<file path="src/desp_pkg.sv">
// Summary of operation
// - Read-only 32-bit type word: upper half motor kind, lower half profile number.
// - Motor kind in bits 23..16 is 1 for servo, 2 for stepper.
// - Profile number half reads 0192h, the standard motion drive profile.
// - Fault flags bit order: general, current, voltage, temp, link, profile, zero, vendor.
// - Flag bits follow live fault conditions; reset to zero; read-only.
// - Vendor bit 7 is set while the motor turns in the wrong direction.
// - History stack holds up to eight 32-bit entries at sub-entries 1 to 8.
// - History entries are read-only and reset to zero.
// - New error goes to entry 1, older ones shift deeper, oldest dropped.
// - Count at sub-entry 0 is 8-bit read/write; writing zero restarts counting.
// - Reading an entry while the stack is empty aborts with 08000024h.
// - Entry layout: number 31..24, class 23..16 from flags, code 15..0.
package desp_pkg;

  localparam logic [15:0] DESP_IDX_KIND   = 16'h1000;
  localparam logic [15:0] DESP_IDX_FLAGS  = 16'h1001;
  localparam logic [15:0] DESP_IDX_HIST   = 16'h1003;
  localparam logic [7:0]  DESP_SUB_COUNT  = 8'h00;
  localparam int          DESP_DEPTH      = 8;
  localparam logic [7:0]  DESP_COUNT_MAX  = 8'h08;
  localparam logic [7:0]  DESP_COUNT_RST  = 8'h00;
  localparam logic [7:0]  DESP_FLAGS_RST  = 8'h00;
  localparam logic [31:0] DESP_ENTRY_RST  = 32'h0000_0000;
  localparam logic [15:0] DESP_PROFILE    = 16'h0192;
  localparam logic [7:0]  DESP_KIND_SERVO = 8'h01;
  localparam logic [7:0]  DESP_KIND_STEP  = 8'h02;
  localparam logic [31:0] DESP_ABORT_EMPTY = 32'h0800_0024;
  localparam logic [31:0] DESP_ABORT_NOOBJ = 32'h0602_0000;
  localparam logic [31:0] DESP_ABORT_NOSUB = 32'h0609_0011;
  localparam logic [31:0] DESP_ABORT_RO    = 32'h0601_0002;
  localparam logic [31:0] DESP_ABORT_VALUE = 32'h0609_0030;

  // Fault flag bit positions
  localparam int DESP_BIT_GEN  = 0;
  localparam int DESP_BIT_CUR  = 1;
  localparam int DESP_BIT_VOL  = 2;
  localparam int DESP_BIT_TEMP = 3;
  localparam int DESP_BIT_LINK = 4;
  localparam int DESP_BIT_PROFILE_FAULT_FLAG = 5;
  localparam int DESP_BIT_RES  = 6;
  localparam int DESP_BIT_VEND = 7;

  // History entry field positions
  localparam int DESP_NUM_LSB   = 24;
  localparam int DESP_CLASS_LSB = 16;
  localparam int DESP_CODE_LSB  = 0;

endpackage : desp_pkg

</file>
<file path="src/desp_top.sv">
`timescale 1ns/1ps
module desp_top
  import desp_pkg::*;
#(
  parameter logic [7:0] MOTOR_KIND = DESP_KIND_STEP
)
(
  input  wire logic        sys_clk,
  input  wire logic        srst,
  input  wire logic [5:0]  fault_level,
  input  wire logic        wrong_dir,
  input  wire logic        err_push,
  input  wire logic [7:0]  err_number,
  input  wire logic [15:0] err_code,
  input  wire logic        od_req,
  input  wire logic        od_write,
  input  wire logic [15:0] od_index,
  input  wire logic [7:0]  od_subindex,
  input  wire logic [31:0] od_wdata,
  output logic             od_ack,
  output logic             od_abort,
  output logic      [31:0] od_rdata,
  output logic      [7:0]  fault_category_flags,
  output logic      [7:0]  fault_history_count
);

  ////////////////////////////////////////////////////////////////////////
  // Submodules

  logic [31:0] hist_entry;
  logic [31:0] push_entry;
  logic        count_clear;
  logic [2:0]  rd_slot;
  logic [7:0]  flags;
  logic [7:0]  count;

  desp_flags u_flags (
    .sys_clk     (sys_clk),
    .srst        (srst),
    .fault_level (fault_level),
    .wrong_dir   (wrong_dir),
    .flags       (flags)
  );

  // Class byte mirrors the live flags at the time of the error
  assign push_entry = {err_number, flags, err_code};

  desp_hist u_hist (
    .sys_clk     (sys_clk),
    .srst        (srst),
    .push        (err_push),
    .push_entry  (push_entry),
    .count_clear (count_clear),
    .rd_slot     (rd_slot),
    .rd_entry    (hist_entry),
    .count       (count)
  );

  ////////////////////////////////////////////////////////////////////////
  // Object access decode

  logic        ack_r;
  logic        ack_nxt;
  logic        abort_r;
  logic        abort_nxt;
  logic [31:0] rdata_r;
  logic [31:0] rdata_nxt;
  logic        sub_is_entry;

  assign sub_is_entry = (od_subindex >= 8'h01) && (od_subindex <= DESP_COUNT_MAX);
  assign rd_slot      = 3'(od_subindex - 8'h01);
  // Only a zero write restarts counting; other values are refused
  assign count_clear  = od_req && od_write && (od_index == DESP_IDX_HIST)
                        && (od_subindex == DESP_SUB_COUNT) && (od_wdata == 32'h0000_0000);

  // One answer per request, the cycle after; abort carries its code on rdata
  always_comb
  begin
    ack_nxt   = od_req;
    abort_nxt = 1'b0;
    rdata_nxt = 32'h0000_0000;
    if (od_req)
    begin
      case (od_index)
        DESP_IDX_KIND:
        begin
          if (od_subindex != DESP_SUB_COUNT)
          begin
            abort_nxt = 1'b1;
            rdata_nxt = DESP_ABORT_NOSUB;
          end
          else if (od_write)
          begin
            abort_nxt = 1'b1;
            rdata_nxt = DESP_ABORT_RO;
          end
          else
            rdata_nxt = {8'h00, MOTOR_KIND, DESP_PROFILE};
        end
        DESP_IDX_FLAGS:
        begin
          if (od_subindex != DESP_SUB_COUNT)
          begin
            abort_nxt = 1'b1;
            rdata_nxt = DESP_ABORT_NOSUB;
          end
          else if (od_write)
          begin
            abort_nxt = 1'b1;
            rdata_nxt = DESP_ABORT_RO;
          end
          else
            rdata_nxt = {24'h000000, flags};
        end
        DESP_IDX_HIST:
        begin
          if (od_subindex == DESP_SUB_COUNT)
          begin
            if (od_write && (od_wdata != 32'h0000_0000))
            begin
              abort_nxt = 1'b1;
              rdata_nxt = DESP_ABORT_VALUE;
            end
            else if (!od_write)
              rdata_nxt = {24'h000000, count};
          end
          else if (!sub_is_entry)
          begin
            abort_nxt = 1'b1;
            rdata_nxt = DESP_ABORT_NOSUB;
          end
          else if (od_write)
          begin
            abort_nxt = 1'b1;
            rdata_nxt = DESP_ABORT_RO;
          end
          else if (count == DESP_COUNT_RST)
          begin
            abort_nxt = 1'b1;
            rdata_nxt = DESP_ABORT_EMPTY;
          end
          else
            rdata_nxt = hist_entry;
        end
        default:
        begin
          abort_nxt = 1'b1;
          rdata_nxt = DESP_ABORT_NOOBJ;
        end
      endcase
    end
  end

  always_ff @(posedge sys_clk)
  begin
    if (srst)
    begin
      ack_r   <= 1'b0;
      abort_r <= 1'b0;
      rdata_r <= 32'h0000_0000;
    end
    else
    begin
      ack_r   <= ack_nxt;
      abort_r <= abort_nxt;
      rdata_r <= rdata_nxt;
    end
  end

  assign od_ack               = ack_r;
  assign od_abort             = abort_r;
  assign od_rdata             = rdata_r;
  assign fault_category_flags = flags;
  assign fault_history_count  = count;

endmodule : desp_top

</file>
<file path="src/desp_flags.sv">
`timescale 1ns/1ps
module desp_flags
  import desp_pkg::*;
(
  input  wire logic       sys_clk,
  input  wire logic       srst,
  input  wire logic [5:0] fault_level,
  input  wire logic       wrong_dir,
  output logic      [7:0] flags
);

  logic [7:0] flags_r;
  logic [7:0] flags_nxt;

  // Flags track live conditions, no latching
  always_comb
  begin
    flags_nxt                = DESP_FLAGS_RST;
    flags_nxt[DESP_BIT_GEN]  = fault_level[DESP_BIT_GEN];
    flags_nxt[DESP_BIT_CUR]  = fault_level[DESP_BIT_CUR];
    flags_nxt[DESP_BIT_VOL]  = fault_level[DESP_BIT_VOL];
    flags_nxt[DESP_BIT_TEMP] = fault_level[DESP_BIT_TEMP];
    flags_nxt[DESP_BIT_LINK] = fault_level[DESP_BIT_LINK];
    flags_nxt[DESP_BIT_PROFILE_FAULT_FLAG] = fault_level[DESP_BIT_PROFILE_FAULT_FLAG];
    flags_nxt[DESP_BIT_RES]  = 1'b0;
    flags_nxt[DESP_BIT_VEND] = wrong_dir;
  end

  always_ff @(posedge sys_clk)
  begin
    if (srst)
      flags_r <= DESP_FLAGS_RST;
    else
      flags_r <= flags_nxt;
  end

  assign flags = flags_r;

endmodule : desp_flags

</file>
<file path="src/desp_hist.sv">
`timescale 1ns/1ps
module desp_hist
  import desp_pkg::*;
(
  input  wire logic        sys_clk,
  input  wire logic        srst,
  input  wire logic        push,
  input  wire logic [31:0] push_entry,
  input  wire logic        count_clear,
  input  wire logic [2:0]  rd_slot,
  output logic      [31:0] rd_entry,
  output logic      [7:0]  count
);

  logic [31:0] stack_r   [DESP_DEPTH];
  logic [31:0] stack_nxt [DESP_DEPTH];
  logic [7:0]  count_r;
  logic [7:0]  count_nxt;

  // Shift register: slot 0 is newest, last slot falls off
  generate
    for (genvar i = 0; i < DESP_DEPTH; i++)
    begin : g_slot
      always_comb
      begin
        stack_nxt[i] = stack_r[i];
        if (push)
          stack_nxt[i] = (i == 0) ? push_entry : stack_r[(i == 0) ? 0 : i - 1];
      end

      always_ff @(posedge sys_clk)
      begin
        if (srst)
          stack_r[i] <= DESP_ENTRY_RST;
        else
          stack_r[i] <= stack_nxt[i];
      end
    end
  endgenerate

  // Clear restarts counting; a push in the same cycle still counts as one
  always_comb
  begin
    count_nxt = count_r;
    if (count_clear)
      count_nxt = DESP_COUNT_RST;
    if (push)
    begin
      if (count_nxt < DESP_COUNT_MAX)
        count_nxt = count_nxt + 8'h01;
      else
        count_nxt = DESP_COUNT_MAX;
    end
  end

  always_ff @(posedge sys_clk)
  begin
    if (srst)
      count_r <= DESP_COUNT_RST;
    else
      count_r <= count_nxt;
  end

  assign rd_entry = stack_r[rd_slot];
  assign count    = count_r;

endmodule : desp_hist

</file>
<file path="config.mk">
export PLATFORM = sky130hd
export DESIGN_NAME = desp_top
export DESIGN_NICKNAME = d
export VERILOG_FILES = /design/src/desp_pkg.sv /design/src/desp_top.sv /design/src/desp_flags.sv /design/src/desp_hist.sv
export SDC_FILE = /design/constraint.sdc
export NUM_CORES = 1
export LEC_CHECK = 0
export ABC_AREA = 0
export BUFFER_PORTS_ARGS = -buffer_cell sky130_fd_sc_hd__buf_2
export CORE_ASPECT_RATIO = 1.4
export CORE_MARGIN = 4
export CORE_UTILIZATION = 41
export CTS_BUF_LIST = sky130_fd_sc_hd__clkbuf_16
export DETAILED_ROUTE_END_ITERATION = 8
export GPL_TIMING_DRIVEN = 0
export PLACE_DENSITY = 0.57
export SETUP_SLACK_MARGIN = 0.1
export SLEW_MARGIN = 20
export SYNTH_ARGS = -nofsm -noshare
export SYNTH_HDL_FRONTEND = slang
export SYNTH_SLANG_ARGS = --single-unit
export TNS_END_PERCENT = 5
</file>
<file path="constraint.sdc">
create_clock -name sys_clk -period 4.4 [get_ports sys_clk]
set_input_delay 0.88 -clock sys_clk [delete_from_list [all_inputs] [get_ports sys_clk]]
set_output_delay 0.88 -clock sys_clk [all_outputs]
set_load 0.02 [all_outputs]
</file>
# == Yosys cells after proc, flatten, opt, wreduce, memory -nomap -nowiden ==
# Memory sizes are Yosys's and may differ from the RTL's.
# Cells that the tools add are included.
# op_classes
muxes,41
n_bitwise,9
eq_ne,4
reduce_logical,14
n_addsub,2
n_lt_le_gt_ge,3
# ops
cell,count
32-bit two-way mux,20
27-bit two-way mux,5
32-bit case mux with 3 select lines,1
"16-bit by 13-bit == test with 1-bit output, second input constant",3
32-bit logical NOT,1
8-bit two-way mux,4
32-bit nonzero test,1
8-bit logical NOT,2
1-bit two-way mux,10
"8-bit by 1-bit adder with 8-bit output, second input constant",1
"8-bit by 1-bit >= comparator with 1-bit output, second input constant",1
"8-bit by 4-bit <= comparator with 1-bit output, second input constant",1
"8-bit by 4-bit < comparator with 1-bit output, second input constant",1
1-bit bitwise OR,8
8-bit nonzero test,1
1-bit logical AND,6
2-bit OR reduction,2
"3-bit by 1-bit subtractor with 3-bit output, second input constant",1
1-bit case mux with 2 select lines,1
2-bit AND reduction,1
"1-bit != test, second input constant",1
1-bit NOT,1
# totals
memories,1
output_inout_bits,50
ff_bits,50
ramBits,256
input_bits,92
# memory_table
name,words,width,read_ports,rd_ports_with_merged_regs,wr,line_no,text
u_hist.stack_r,8,32,8,0,8,desp_hist.sv:15,logic [31:0] stack_r [DESP_DEPTH];

# == Logic depth before layout (Yosys ltp) ==
# logic_depth
depth_word,8
mapped_depth,15
depth_no_buf,11

# == Hierarchy ==
# From an unflattened synthesis, not the netlist that was laid out.
# unflattened
hier_cells,1160
area_unflattened_um2,13142.6
# modules_own_cells
mod,area_each_um2,seq_area_each_um2,cells_per_inst,n_inst
desp_hist,11300.8,5605.4,955,1
desp_top,1646.6,680.7,189,1
desp_flags,195.2,140.1,16,1

# == Worst setup path before layout ==
# OpenSTA, ideal clock, no wires.
# synth_path
path_type,in2reg
from,in od_subindex[0]
to,"reg rdata_r[14], in the netlist od_rdata[14]"
arrival_time_ns,3.521
path_slack_ns,0.760
stages,13
path_buffers,8
setup_time_ns,0.120
path_cell_list,buf_2 -> buf_4 -> buf_4 -> buf_2 -> inv_1 -> ha_1 -> buf_2 -> buf_4 -> buf_2 -> buf_2 -> mux4_2 -> nand2_1 -> a21oi_1
# synth_between
elab_chain_cells,7
elab_cells_between_ends,14
cone_classes,1 x add/sub; 2 x order compare; 7 x mux; 3 x reduce/logical; 1 x memory
# synth_rtl
element,line_no,text
start: declaration,desp_top.sv:18,"input wire logic [7:0] od_subindex,"
3-bit by 1-bit subtractor with 3-bit output,desp_top.sv:71,assign rd_slot = 3'(od_subindex - 8'h01);
memory 8 x 32 bit,--,
32-bit two-way mux,desp_top.sv:137,else if (count == DESP_COUNT_RST)
32-bit two-way mux,desp_top.sv:132,else if (od_write)
32-bit two-way mux,desp_top.sv:127,else if (!sub_is_entry)
32-bit two-way mux,desp_top.sv:117,if (od_subindex == DESP_SUB_COUNT)
32-bit case mux with 3 select lines (*),desp_top.sv:84,case (od_index)
end signal: assignment,desp_top.sv:166,rdata_r <= rdata_nxt;
end: declaration,desp_top.sv:66,logic [31:0] rdata_r;
# Every way passes the cells marked *; elsewhere a longest branch is shown, timed or not.
# A chain may end at the register's enable or synchronous reset.

# == Final worst setup path ==
# layout_path
from,in od_subindex[0]
to,"reg rdata_r[8], in the netlist od_rdata[8]"
# The elaborated chain is that of the path after synthesis.

==> results.json <==
{
  "avgSynthCellArea_um2": 10.8,
  "die_h_um": 216,
  "core_area_um2": 30200,
  "grt_max_degree": 28,
  "holdCritStartpoint": "u_hist.stack_r[6][23]",
  "min_path_cells": 2,
  "first_global_vias": 9453,
  "power_mw": 5.62,
  "slowest_delay_ps": 560,
  "yosys_warnings": 0,
  "cp_num_buf_inv": 8,
  "reg2reg_to": "od_rdata[4]",
  "cts_buffer_depth": 3,
  "hold_slack_ps": 511,
  "ir_drop_mv": 0.309,
  "cap_viol_max_count": 0,
  "setup_viol_count_final": 0,
  "vias": 9370,
  "period_share_pct": 92.7,
  "final_hold_viol_count": 0,
  "grt_first_pass_wirelength_mm": 56.2,
  "cp.required_ps": 4870,
  "dpl.hpwl_mm": 26.1,
  "power_density_nw_per_um2": 383,
  "clk_pin_slew_worst_paths_ps": 60,
  "r2r_cells": 6,
  "fin_ws_ps": 320,
  "ioPinCount": 142,
  "die_x_um": 156,
  "async_reset_ff_share_pct": 0,
  "drtIter0Drc": 480,
  "syn_to_final_growth_pct": 16.3,
  "setup_tns_ps": 0,
  "drt-vias-per-instance": 5.37,
  "hp-class": "register to register",
  "r2r_slack_ps": 2140,
  "root_buffer": "clkbuf_16",
  "antenna_found_initial": 0,
  "synth_edf_count": 31,
  "final_common_cell": "dfxtp_1",
  "port_buffers": 136,
  "ys_seq_area_share_pct": 49.4,
  "fin_crit_ps": 4080,
  "nNetsFinal": 1433,
  "nFillCells": 2875,
  "n_antenna_cell": 0,
  "dieArea_um2": 33700,
  "path_max_fanout": 10,
  "cp-end-kind": "register",
  "cts_made_buffers": 29,
  "startpoint_type": "input port",
  "grt_usage_pct": 21.7,
  "slowest_stage": "clkbuf_1",
  "drt_pass1_iterations": 5,
  "globalRouteOverflowTotal": 0,
  "num_rows": 75,
  "htree_levels": 1,
  "yosysUniqueCellTypes": 49,
  "final_cells": 1744,
  "drive_gt1_share_pct": 20.2,
  "rsz0062_at_grt": "false",
  "pre_cts_slack_ps": -817,
  "routed_wl_mm": 37.1,
  "gp_congestion": 0.862,
  "max_freq_ghz": 0.245,
  "tritoncts": "built",
  "detail_route.wl_per_cell_um": 21.3,
  "path_class": "input port to register",
  "drc_errors": 0,
  "placed_cells": 1691,
  "postSynthCellCount": 1168,
  "min_to": "u_hist.stack_r[6][23]",
  "drv_slew": 0,
  "rr_startpoint": "u_hist.count[6]",
  "path_cells": "buf_2 > buf_4 > buf_6 > buf_4 > clkbuf_4 > inv_1 > ha_1 > xor2_1 > clkbuf_1 > clkbuf_2 > nand2_1 > nand2_1 > nand4_1 > a21oi_1",
  "ys_seq_elements": 296,
  "cts_hold_buf": 0,
  "final_cell_mix": "dfxtp_1, nor2_1, mux2i_1, buf_2, nand2_1",
  "clock_sinks": 296,
  "syn_area_um2": 12600,
  "fin_skew_ps": 10.0,
  "tightest_slew_ps": 1020,
  "leakage_nw": 6.28,
  "yosys_most_used_dff": "dfxtp_1",
  "insertion_delay_ps": 550,
  "crit_arrival_ps": 4550,
  "relSlewSlack_pct": 32.0,
  "crit_family": "buffers and inverters",
  "start_util_pct": 41.8,
  "status": "finished, final reports clean",
  "antenna_left": 0
}
==> stage by stage <==
stage	area, um2	util (%)
6_report	14700	48.6
5_1_grt	14700	48.6
4_1_cts	14700	48.6
3_5_place_dp	13800	45.7
3_3_place_gp	13800	45.7
2_1_floorplan	12600	-
==> per-layer routing <==
layer	track usage [%]	part of all wire [%]	vias to the layer above
li1	-	-	4459
met1	26.6	40	4632
met2	39.3	53	221
met3	2.44	4.0	58
met4	7.09	3.2	0
met5	0	0	-
==> report_power, final <==
part           switching (mW)  internal, mW
Combinational           0.322         0.199
Clock                    1.06          1.23
Sequential             0.0387          2.77
Total                    1.42          4.20
==> sequential cells by signal, indices dropped and copies added, names as in the netlist <==
signal and count:
od_ack 1, od_rdata 31, u_hist.stack_r 248, u_flags.flags 7
od_abort 1, u_hist.count 8
==> repair_timing <==
action / 4_1_cts / 5_1_grt
gates resized for setup: 5 / 3
setup endpoints to repair: 24 / 15
setup buffers: 0 / 0
==> logic make-up (layout without fill, tap and decap cells) <==
group                      after synthesis  in the layout  share of synthesized area [%]
adders and majority gates                4              4                          0.396
and+or+nand+nor                        412            412                           14.6
other                                    1              2                         0.0297
xor gates and xnor gates                 4              4                          0.277
AOI/OAI and AO/OA                       74             74                           3.67
buffers and inverters                   96            286                           3.28
muxes                                  281            281                           28.4
DFF                                    296            296                           49.4
==> worst reg2reg max path, stage by stage (launching register included) <==
cell and delay (ps):
dfxtp_1 380, nor4_1 560, and2_1 210, clkbuf_1 340, nor2_1 210, a221oi_1 330, a311oi_1 110
==> layout make-up <==
class	instances	area, um2	area share (%)
Clock buffer	30	751	5.11
Inverter	10	37.5	0.256
Multi-Input combinational cell	777	5980	40.7
Tap cell	385	482	3.28
Timing Repair Buffer	137	701	4.77
Buffer	86	397	2.70
Clock inverter	23	101	0.690
Sequential cell	296	6240	42.5
==> how the worst max path moves through the flow <==
stage                    from  cells past startpoint      endpoint  slack [ps]
3_3_place_gp   od_subindex[0]                     14   od_rdata[8]        -910
2_1_floorplan  od_subindex[0]                     13  od_rdata[14]         760
3_5_place_dp   od_subindex[0]                     14   od_rdata[8]        -820
6_report       od_subindex[0]                     14   od_rdata[8]         320
5_1_grt        od_subindex[0]                     13  od_rdata[13]         130
4_1_cts        od_subindex[0]                     15   od_rdata[1]         120
==> cells in the mapped netlist (2+ instances only) <==
master    count  area share (%)
nor2_1      231             6.9
buf_2        19            0.75
a32oi_1       2            0.14
o21ai_1       5            0.20
nor3_1        8            0.32
a31oi_1       4            0.20
nand4_1       8            0.40
nand3_1      11            0.44
buf_4         6            0.36
nor4_1       15            0.74
nor2b_1      10            0.50
mux4_2       62              11
and2_1       36             1.8
o221ai_1      5            0.35
inv_1        10            0.30
clkbuf_1     40             1.2
nor4b_1       3            0.21
dfxtp_1     265              42
nand2_1      76             2.3
mux2i_1     219              17
buf_1        20            0.59
xnor2_1       3            0.21
a21oi_1      39             1.5
a21o_1        5            0.30
o21ai_0       5            0.20
nand2b_1      2           0.099
ha_1          4            0.40
or3_1         2           0.099
edfxtp_1     31             7.4
and4_1        3            0.21
Note: power is estimated with default switching activity, not from simulation.
